==> src/pin_sel_regs.svh <==
// register offsets, field positions, reset values and pin map of the pin function selector
`ifndef PIN_SEL_REGS_SVH
`define PIN_SEL_REGS_SVH
`define OFS_PORT_DATA_LO 8'h00
`define OFS_PORT_DATA_HI 8'h04
`define OFS_PORT_DIR_LO 8'h08
`define OFS_PORT_DIR_HI 8'h0C
`define OFS_PIN_LEVEL_LO 8'h10
`define OFS_PIN_LEVEL_HI 8'h14
`define OFS_UPPER_ADDR 8'h18
`define OFS_BUS_PIN_CTRL 8'h1C
`define OFS_BUS_MODE 8'h20
`define OFS_PERIPH_SEL 8'h24
`define OFS_ANALOG_EN 8'h28
`define BPC_WR_STROBE 0
`define BPC_HOLD 1
`define BPC_READY 2
`define BPC_CKE 3
`define MODE_EXT 0
`define MODE_MUX 1
`define MODE_W16 2
`define PSEL_PPG 0
`define PSEL_TOT 4
`define PSEL_UART 7
`define RST_UPPER_ADDR 4'h0
`define RST_BUS_PIN_CTRL 4'h0
`define RST_BUS_MODE 3'h0
`define RST_PERIPH_SEL 9'h000
`define RST_ANALOG_EN 16'h0000
`define PIN_COUNT 44
`define PIN_P2U 0
`define PIN_P3 4
`define PIN_P4 12
`define PIN_P5 20
`define PIN_AN 28
`define P5_ALE 0
`define P5_RD 1
`define P5_WR_LO 2
`define P5_WR_HI 3
`define P5_HOLD_REQ 4
`define P5_HOLD_ACK 5
`define P5_RDY 6
`define P5_CLK 7
`define PIN_TIN0 12
`define PIN_TOT0 13
`define PIN_TIN1 4
`define PIN_TOT1 5
`define PIN_TIN2 6
`define PIN_TOT2 7
`define PIN_SIN0 14
`define PIN_SOT0 15
`define PIN_SCK0 16
`define PIN_SIN1 17
`define PIN_SOT1 18
`define PIN_SCK1 19
`endif

==> src/pin_sel_pkg.sv <==
// types shared by the pin function selector
package pin_sel_pkg;
   typedef enum logic [1:0] {
      HTRANS_IDLE = 2'b00,
      HTRANS_BUSY = 2'b01,
      HTRANS_NONSEQ = 2'b10,
      HTRANS_SEQ = 2'b11
   } htrans_t;
   typedef struct packed {
      logic [23:0] addr;
      logic ale;
      logic rd_n;
      logic wr_lo_n;
      logic wr_hi_n;
      logic hold_ack;
      logic mclk;
   } bus_func_t;
   typedef struct packed {
      logic [3:0] ppg;
      logic [2:0] tot;
      logic [1:0] sot;
      logic [1:0] sck;
      logic [1:0] sck_oe;
   } periph_out_t;
endpackage

==> src/pin_input_sync.sv <==
// two-stage synchroniser for the pin inputs
`timescale 1ns/1ps
module pin_input_sync #(
   parameter int W = 44
) (
   input wire logic core_clk, // machine clock
   input wire logic rst, // synchronous reset
   input wire logic [W-1:0] async_in, // raw pin levels
   output logic [W-1:0] sync_out // levels after two flops
);
   logic [W-1:0] stage1;
   always_ff @(posedge core_clk) begin
      if (rst) begin
         stage1 <= '0;
         sync_out <= '0;
      end else begin
         stage1 <= async_in;
         sync_out <= stage1;
      end
   end
endmodule

==> src/pin_output_cell.sv <==
// one registered output path per pin, shared by port and function
`timescale 1ns/1ps
module pin_output_cell #(
   parameter int W = 44
) (
   input wire logic core_clk, // machine clock
   input wire logic rst, // synchronous reset
   input wire logic [W-1:0] port_data, // port data register
   input wire logic [W-1:0] port_dir, // port direction, 1 drives
   input wire logic [W-1:0] func_sel, // pin given to a function
   input wire logic [W-1:0] func_out, // function output level
   input wire logic [W-1:0] func_oe, // function drives pin
   output logic [W-1:0] pin_out, // pin output level
   output logic [W-1:0] pin_oe // pin output enable
);
   genvar i;
   generate
      for (i = 0; i < W; i++) begin : g_pin
         always_ff @(posedge core_clk) begin
            if (rst) begin
               pin_out[i] <= 1'b0;
               pin_oe[i] <= 1'b0;
            end else if (func_sel[i]) begin
               pin_out[i] <= func_out[i];
               pin_oe[i] <= func_oe[i];
            end else begin
               pin_out[i] <= port_data[i];
               pin_oe[i] <= port_dir[i];
            end
         end
      end
   endgenerate
endmodule

==> src/pin_function_select.sv <==
// pin function selector for the shared port pins, with its AHB-Lite register slave
//
// Local design decisions: the AHB-Lite interface to the registers and the register offsets.
`timescale 1ns/1ps
`include "pin_sel_regs.svh"
module pin_function_select (
   input wire logic core_clk, // machine clock
   input wire logic rst, // synchronous reset
   input wire logic hsel, // slave select
   input wire logic [31:0] haddr, // byte address
   input wire logic [1:0] htrans, // transfer type
   input wire logic hwrite, // write transfer
   input wire logic [2:0] hsize, // transfer size, words only
   input wire logic [31:0] hwdata, // write data
   input wire logic hready, // bus ready
   output logic hreadyout, // slave ready
   output logic [31:0] hrdata, // read data
   output logic hresp, // always okay
   input wire pin_sel_pkg::bus_func_t bus_func, // external bus controller outputs
   input wire pin_sel_pkg::periph_out_t periph, // peripheral outputs
   input wire logic standby, // standby mode
   input wire logic [`PIN_COUNT-1:0] pin_in, // pin levels
   output logic [`PIN_COUNT-1:0] pin_out, // pin output levels
   output logic [`PIN_COUNT-1:0] pin_oe, // pin output enables
   output logic hold_request, // hold request to bus controller
   output logic ext_ready, // ready to bus controller
   output logic [2:0] timer_in, // reload timer event inputs
   output logic [1:0] serial_in, // uart data inputs
   output logic [15:0] analog_connect // converter input switches
);
   logic [`PIN_COUNT-1:0] port_data;
   logic [`PIN_COUNT-1:0] port_dir;
   logic [3:0] upper_address_output_ctrl;
   logic [3:0] bus_pin_control;
   logic [2:0] bus_mode;
   logic [8:0] periph_sel;
   logic [15:0] analog_input_enable_reg;
   logic [`PIN_COUNT-1:0] pin_sync;
   logic [`PIN_COUNT-1:0] pin_seen;
   logic [`PIN_COUNT-1:0] func_sel;
   logic [`PIN_COUNT-1:0] func_out;
   logic [`PIN_COUNT-1:0] func_oe;
   logic ap_write;
   logic [7:0] ap_addr;
   logic take;
   logic ext_mode;
   logic mux_mode;
   logic w16_mode;
   logic nmux_bus;

   assign ext_mode = bus_mode[`MODE_EXT];
   assign mux_mode = bus_mode[`MODE_MUX];
   assign w16_mode = bus_mode[`MODE_W16];
   assign nmux_bus = ext_mode && !mux_mode;
   assign take = hsel && hready &&
      (htrans == pin_sel_pkg::HTRANS_NONSEQ || htrans == pin_sel_pkg::HTRANS_SEQ);

   function automatic logic wr_hit(input logic [7:0] ofs);
      return ap_write && ap_addr == ofs;
   endfunction

   function automatic logic [31:0] read_word(input logic [7:0] a);
      logic [31:0] w;
      w = 32'h0000_0000;
      case (a)
         `OFS_PORT_DATA_LO: w = port_data[31:0];
         `OFS_PORT_DATA_HI: w[`PIN_COUNT-33:0] = port_data[`PIN_COUNT-1:32];
         `OFS_PORT_DIR_LO: w = port_dir[31:0];
         `OFS_PORT_DIR_HI: w[`PIN_COUNT-33:0] = port_dir[`PIN_COUNT-1:32];
         `OFS_PIN_LEVEL_LO: w = pin_seen[31:0];
         `OFS_PIN_LEVEL_HI: w[`PIN_COUNT-33:0] = pin_seen[`PIN_COUNT-1:32];
         `OFS_UPPER_ADDR: w[3:0] = upper_address_output_ctrl;
         `OFS_BUS_PIN_CTRL: w[3:0] = bus_pin_control;
         `OFS_BUS_MODE: w[2:0] = bus_mode;
         `OFS_PERIPH_SEL: w[8:0] = periph_sel;
         `OFS_ANALOG_EN: w[15:0] = analog_input_enable_reg;
         default: w = 32'h0000_0000;
      endcase
      return w;
   endfunction

   // address phase capture; zero wait states
   always_ff @(posedge core_clk) begin
      if (rst) begin
         ap_write <= 1'b0;
         ap_addr <= 8'h00;
      end else if (hready) begin
         ap_write <= take && hwrite;
         ap_addr <= haddr[7:0];
      end
   end

   always_ff @(posedge core_clk) begin
      if (rst) begin
         hrdata <= 32'h0000_0000;
      end else if (take && !hwrite) begin
         hrdata <= read_word(haddr[7:0]);
      end
   end

   always_ff @(posedge core_clk) begin
      if (rst) begin
         hreadyout <= 1'b0;
         hresp <= 1'b0;
      end else begin
         hreadyout <= 1'b1;
         hresp <= 1'b0;
      end
   end

   // port data and direction, writable at any time
   always_ff @(posedge core_clk) begin
      if (rst) begin
         port_data <= '0;
      end else begin
         if (wr_hit(`OFS_PORT_DATA_LO)) begin
            port_data[31:0] <= hwdata;
         end
         if (wr_hit(`OFS_PORT_DATA_HI)) begin
            port_data[`PIN_COUNT-1:32] <= hwdata[`PIN_COUNT-33:0];
         end
      end
   end

   always_ff @(posedge core_clk) begin
      if (rst) begin
         port_dir <= '0;
      end else begin
         if (wr_hit(`OFS_PORT_DIR_LO)) begin
            port_dir[31:0] <= hwdata;
         end
         if (wr_hit(`OFS_PORT_DIR_HI)) begin
            port_dir[`PIN_COUNT-1:32] <= hwdata[`PIN_COUNT-33:0];
         end
      end
   end

   always_ff @(posedge core_clk) begin
      if (rst) begin
         upper_address_output_ctrl <= `RST_UPPER_ADDR;
         bus_pin_control <= `RST_BUS_PIN_CTRL;
         bus_mode <= `RST_BUS_MODE;
      end else begin
         if (wr_hit(`OFS_UPPER_ADDR)) begin
            upper_address_output_ctrl <= hwdata[3:0];
         end
         if (wr_hit(`OFS_BUS_PIN_CTRL)) begin
            bus_pin_control <= hwdata[3:0];
         end
         if (wr_hit(`OFS_BUS_MODE)) begin
            bus_mode <= hwdata[2:0];
         end
      end
   end

   always_ff @(posedge core_clk) begin
      if (rst) begin
         periph_sel <= `RST_PERIPH_SEL;
         analog_input_enable_reg <= `RST_ANALOG_EN;
      end else begin
         if (wr_hit(`OFS_PERIPH_SEL)) begin
            periph_sel <= hwdata[8:0];
         end
         if (wr_hit(`OFS_ANALOG_EN)) begin
            analog_input_enable_reg <= hwdata[15:0];
         end
      end
   end

   // function routing; bus functions outrank peripheral outputs
   always_comb begin
      func_sel = '0;
      func_out = '0;
      func_oe = '0;
      for (int i = 0; i < 4; i++) begin
         if (ext_mode && !upper_address_output_ctrl[i]) begin
            func_sel[`PIN_P2U+i] = 1'b1;
            func_out[`PIN_P2U+i] = bus_func.addr[20+i];
            func_oe[`PIN_P2U+i] = 1'b1;
         end else if (periph_sel[`PSEL_PPG+i]) begin
            func_sel[`PIN_P2U+i] = 1'b1;
            func_out[`PIN_P2U+i] = periph.ppg[i];
            func_oe[`PIN_P2U+i] = 1'b1;
         end
      end
      if (!nmux_bus) begin
         if (periph_sel[`PSEL_TOT]) begin
            func_sel[`PIN_TOT0] = 1'b1;
            func_out[`PIN_TOT0] = periph.tot[0];
            func_oe[`PIN_TOT0] = 1'b1;
         end
         if (periph_sel[`PSEL_TOT+1]) begin
            func_sel[`PIN_TOT1] = 1'b1;
            func_out[`PIN_TOT1] = periph.tot[1];
            func_oe[`PIN_TOT1] = 1'b1;
         end
         if (periph_sel[`PSEL_TOT+2]) begin
            func_sel[`PIN_TOT2] = 1'b1;
            func_out[`PIN_TOT2] = periph.tot[2];
            func_oe[`PIN_TOT2] = 1'b1;
         end
         if (periph_sel[`PSEL_UART]) begin
            func_sel[`PIN_SOT0] = 1'b1;
            func_out[`PIN_SOT0] = periph.sot[0];
            func_oe[`PIN_SOT0] = 1'b1;
            func_sel[`PIN_SCK0] = 1'b1;
            func_out[`PIN_SCK0] = periph.sck[0];
            func_oe[`PIN_SCK0] = periph.sck_oe[0];
         end
         if (periph_sel[`PSEL_UART+1]) begin
            func_sel[`PIN_SOT1] = 1'b1;
            func_out[`PIN_SOT1] = periph.sot[1];
            func_oe[`PIN_SOT1] = 1'b1;
            func_sel[`PIN_SCK1] = 1'b1;
            func_out[`PIN_SCK1] = periph.sck[1];
            func_oe[`PIN_SCK1] = periph.sck_oe[1];
         end
      end
      for (int i = 0; i < 8; i++) begin
         if (nmux_bus) begin
            func_sel[`PIN_P3+i] = 1'b1;
            func_out[`PIN_P3+i] = bus_func.addr[i];
            func_oe[`PIN_P3+i] = 1'b1;
            func_sel[`PIN_P4+i] = 1'b1;
            func_out[`PIN_P4+i] = bus_func.addr[8+i];
            func_oe[`PIN_P4+i] = 1'b1;
         end
      end
      if (ext_mode) begin
         func_sel[`PIN_P5+`P5_ALE] = 1'b1;
         func_out[`PIN_P5+`P5_ALE] = bus_func.ale;
         func_oe[`PIN_P5+`P5_ALE] = 1'b1;
         func_sel[`PIN_P5+`P5_RD] = 1'b1;
         func_out[`PIN_P5+`P5_RD] = bus_func.rd_n;
         func_oe[`PIN_P5+`P5_RD] = 1'b1;
         if (bus_pin_control[`BPC_WR_STROBE]) begin
            func_sel[`PIN_P5+`P5_WR_LO] = 1'b1;
            func_out[`PIN_P5+`P5_WR_LO] = bus_func.wr_lo_n;
            func_oe[`PIN_P5+`P5_WR_LO] = 1'b1;
            if (w16_mode) begin
               func_sel[`PIN_P5+`P5_WR_HI] = 1'b1;
               func_out[`PIN_P5+`P5_WR_HI] = bus_func.wr_hi_n;
               func_oe[`PIN_P5+`P5_WR_HI] = 1'b1;
            end
         end
         if (bus_pin_control[`BPC_HOLD]) begin
            func_sel[`PIN_P5+`P5_HOLD_REQ] = 1'b1;
            func_sel[`PIN_P5+`P5_HOLD_ACK] = 1'b1;
            func_out[`PIN_P5+`P5_HOLD_ACK] = bus_func.hold_ack;
            func_oe[`PIN_P5+`P5_HOLD_ACK] = 1'b1;
         end
         if (bus_pin_control[`BPC_READY]) begin
            func_sel[`PIN_P5+`P5_RDY] = 1'b1;
         end
         if (bus_pin_control[`BPC_CKE]) begin
            func_sel[`PIN_P5+`P5_CLK] = 1'b1;
            func_out[`PIN_P5+`P5_CLK] = bus_func.mclk;
            func_oe[`PIN_P5+`P5_CLK] = 1'b1;
         end
      end
      for (int i = 0; i < 16; i++) begin
         if (analog_input_enable_reg[i]) begin
            func_sel[`PIN_AN+i] = 1'b1;
         end
      end
   end

   pin_output_cell #(.W(`PIN_COUNT)) u_out (
      .core_clk(core_clk),
      .rst(rst),
      .port_data(port_data),
      .port_dir(port_dir),
      .func_sel(func_sel),
      .func_out(func_out),
      .func_oe(func_oe),
      .pin_out(pin_out),
      .pin_oe(pin_oe)
   );

   pin_input_sync #(.W(`PIN_COUNT)) u_sync (
      .core_clk(core_clk),
      .rst(rst),
      .async_in(pin_in),
      .sync_out(pin_sync)
   );

   // standby and analog use cut the digital input path
   always_comb begin
      pin_seen = pin_sync;
      pin_seen[`PIN_AN+:16] = pin_sync[`PIN_AN+:16] & ~analog_input_enable_reg;
      if (standby) begin
         pin_seen = '0;
      end
   end

   always_ff @(posedge core_clk) begin
      if (rst) begin
         hold_request <= 1'b0;
         ext_ready <= 1'b1;
      end else begin
         hold_request <= ext_mode && bus_pin_control[`BPC_HOLD] &&
            pin_seen[`PIN_P5+`P5_HOLD_REQ];
         ext_ready <= !(ext_mode && bus_pin_control[`BPC_READY]) ||
            pin_seen[`PIN_P5+`P5_RDY];
      end
   end

   always_ff @(posedge core_clk) begin
      if (rst) begin
         timer_in <= 3'h0;
         serial_in <= 2'h0;
         analog_connect <= 16'h0000;
      end else begin
         timer_in <= {pin_seen[`PIN_TIN2], pin_seen[`PIN_TIN1], pin_seen[`PIN_TIN0]};
         serial_in <= {pin_seen[`PIN_SIN1], pin_seen[`PIN_SIN0]};
         analog_connect <= analog_input_enable_reg;
      end
   end
endmodule

==> config.mk <==
export PLATFORM = sky130hd
export DESIGN_NAME = pin_function_select
export DESIGN_NICKNAME = d
export VERILOG_FILES = /design/src/pin_sel_pkg.sv /design/src/pin_input_sync.sv /design/src/pin_output_cell.sv /design/src/pin_function_select.sv
export VERILOG_INCLUDE_DIRS = /design/src
export SDC_FILE = /design/constraint.sdc
export NUM_CORES = 1
export LEC_CHECK = 0
export BUFFER_PORTS_ARGS = -buffer_cell sky130_fd_sc_hd__buf_4
export CAP_MARGIN = 20
export CORE_MARGIN = 4
export CORE_UTILIZATION = 58
export DETAILED_ROUTE_END_ITERATION = 10
export PLACE_DENSITY = 0.95
export SYNTH_ARGS = -nofsm -noshare
export SYNTH_HDL_FRONTEND = slang
export SYNTH_HIERARCHICAL = 1
export SYNTH_SLANG_ARGS = --single-unit
==> constraint.sdc <==
create_clock -name core_clk -period 6 [get_ports core_clk]
set_clock_uncertainty 0.1 [all_clocks]
set_input_delay 0 -clock core_clk [delete_from_list [all_inputs] [get_ports core_clk]]
set_output_delay 0 -clock core_clk [all_outputs]
set_load 0.01 [all_outputs]
==> flow_summary.json <==
{
  "via_count": 12800,
  "die_w_um": 163,
  "drt-total-wl_um": 46900,
  "cp-end-kind": "flop",
  "synth_most_common_cell": "dfxtp_1",
  "portBuffers": 273,
  "worst_pin_slew_ns": 1.13,
  "syn-cell-area_um2": 14000,
  "yosysTopAreaCell": "dfxtp_1",
  "yosys-top-cells-count": "dfxtp_1 (365), nor2_1 (189), nand2_1 (183), mux2i_1 (181), nor2b_1 (106)",
  "finalCritPeriodShare_pct": 51.8,
  "dieArea_um2": 26700,
  "max_cap_violations": 0,
  "synth_cell_type_count": 64,
  "synthArstFlopShare_pct": 0,
  "worstPathRequired_ns": 6.25,
  "synth-edff-count": 0,
  "clk_latency_ns": 0.54,
  "ys.flop_type": "dfxtp_1",
  "dp_hpwl_um": 28300,
  "ys_ff_latch": 365,
  "grt_pass1_wl_um": 70700,
  "cts.sinks": 365,
  "pin_count": 307,
  "h-tree-depth": 2,
  "dr.pass1.iters": 6,
  "reg2reg_from": "bus_mode[0]",
  "die_height_um": 163,
  "start_kind": "flop",
  "fin_util_pct": 80.4,
  "final_cell_count_no_fill": 2212,
  "layout_min_cycle_time_ns": 3.11,
  "drt_iter0_drc": 1546,
  "place.gp.congestion": 0.917,
  "cts_buffers": 36,
  "grt_use_total_pct": 33.8,
  "synth_area_leaders": "dfxtp_1 (52%), mux2i_1 (13%), nor2_1 (5.1%)",
  "min_from": "hsel",
  "holdWs_ns": 0.0420,
  "antenna_found_initial": 1,
  "final_nets": 2029,
  "core_area_um2": 23600,
  "hp-class": "primary input to flop",
  "tns_ns": 0,
  "cp-startpoint": "bus_mode[0]",
  "initial_core_util_pct": 59.2,
  "setup_viol": 0,
  "relSlewSlack_pct": 24.3,
  "seq_area_frac_synth_pct": 52.3,
  "ir_drop_mv": 0.230,
  "cts_tree": "yes",
  "finalHoldViolCount": 0,
  "cp_max_fo": 57,
  "syn_avg_cell_area_um2": 9.66,
  "yosys_warnings": 6,
  "status": "complete, no violations",
  "worstSetupPathType": "flop to flop",
  "post_cts_buffers": 0,
  "rsz0062_at_grt": "no",
  "dpl.cell_count": 1991,
  "synth_cells": 1448,
  "wl_per_cell_um": 21.2,
  "clk_path_buf_depth": 3,
  "critPathArrivalTime_ns": 3.36,
  "netlist.area_leader.share_pct": 52.3,
  "routed_via_density": 5.77,
  "p_leak_nw": 7.87,
  "grt-ovfl-total": 0,
  "fmax_ghz": 0.322,
  "syn_to_final_growth_pct": 35.8,
  "drive_above_1_share_pct": 20.0,
  "grt_pass1_vias": 12800,
  "maxSlewViolCount": 0,
  "row_count": 56,
  "p_per_area_nw_per_um2": 273,
  "root_buffer": "clkbuf_16",
  "drc": 0,
  "grt_max_degree": 156,
  "postRouteAntennaNets": 0,
  "path_clk_slew_ns": 0.06
}
area by class of cell:
class                           count  area (um2)
Sequential cell                   365        7310
Multi-Input combinational cell   1007        6250
Fill cell                        1289        4620
Timing Repair Buffer              440        3700
Clock buffer                       51        1060
Tap cell                          319         399
Clock inverter                     12         205
Inverter                           17        63.8
Antenna cell                        1        2.50
report_power, final:
part | internal (mW) | leakage (nW) | switching (mW)
clock | 1.45 | 0.614 | 0.956
sequential | 2.46 | 2.96 | 0.0166
combinational | 0.159 | 4.30 | 0.150
routing by layer:
| metal | global-route usage [%] | share of wire (%) |
|---|---|---|
| met1 | 41.4 | 36 |
| met2 | 55.8 | 47 |
| met3 | 8.38 | 11 |
| met4 | 16.7 | 5.3 |
| met5 | 0 | 0 |
final timing paths:
check	slack, ns	to	depth (start not counted)
worst max-delay path	2.89	u_out/pin_out[15]	6
worst min-delay path	0.04	hrdata[14]	5
worst max register to register	2.89	u_out/pin_out[15]	6
worst min register to register	0.33	u_sync/sync_out[29]	1
cells in the final DEF (no fill, tap or decap), types with 11 or more instances in the layout:
| cell type | netlist | routed |
|---|---|---|
| buf_4 | 10 | 282 |
| nor2b_1 | 106 | 105 |
| nand2_1 | 183 | 183 |
| a22oi_1 | 26 | 26 |
| a21oi_1 | 79 | 79 |
| dfxtp_1 | 365 | 365 |
| or2_2 | 11 | 11 |
| nand3_1 | 17 | 17 |
| nor2_1 | 189 | 189 |
| o21ai_0 | 21 | 21 |
| clkbuf_16 | 0 | 38 |
| and2_1 | 19 | 21 |
| conb_1 | 1 | 37 |
| dlygate4sd3_1 | 0 | 157 |
| o2bb2ai_1 | 12 | 12 |
| inv_1 | 17 | 17 |
| mux2i_1 | 181 | 181 |
repair_timing:
action | in CTS | in global routing
gates resized for setup | 0 | 0
endpoints found under the hold margin | 274 | 0
hold buffers | 157 | 0
kinds of logic (layout without fill, tap and decap cells):
group | after synthesis | in the layout | share of synthesized area [%]
compound gates | 191 | 191 | 8.94
buf+inv | 112 | 520 | 4.15
flops | 365 | 365 | 52.3
mux | 192 | 192 | 14.2
other cells | 1 | 38 | 0.0268
simple gates | 587 | 587 | 20.5
critical path, cell delays in order, from the launching register on:
cell	delay, ns
dfxtp_1	0.91
nor2b_4	0.28
buf_4	0.52
o21ai_0	0.22
dlygate4sd3_1	0.61
mux2i_1	0.22
nor2_1	0.08
per-stage QoR:
step	setup WS, ns	cell area (um2)	total power [mW]
2_1_floorplan	3.58	14100	2.65
3_3_place_gp	3.56	16100	2.74
3_5_place_dp	3.50	16100	2.74
4_1_cts	3.11	19000	5.16
5_1_grt	2.77	19000	5.33
6_report	2.89	19000	5.19
Note: power is estimated with default switching activity, not from simulation.
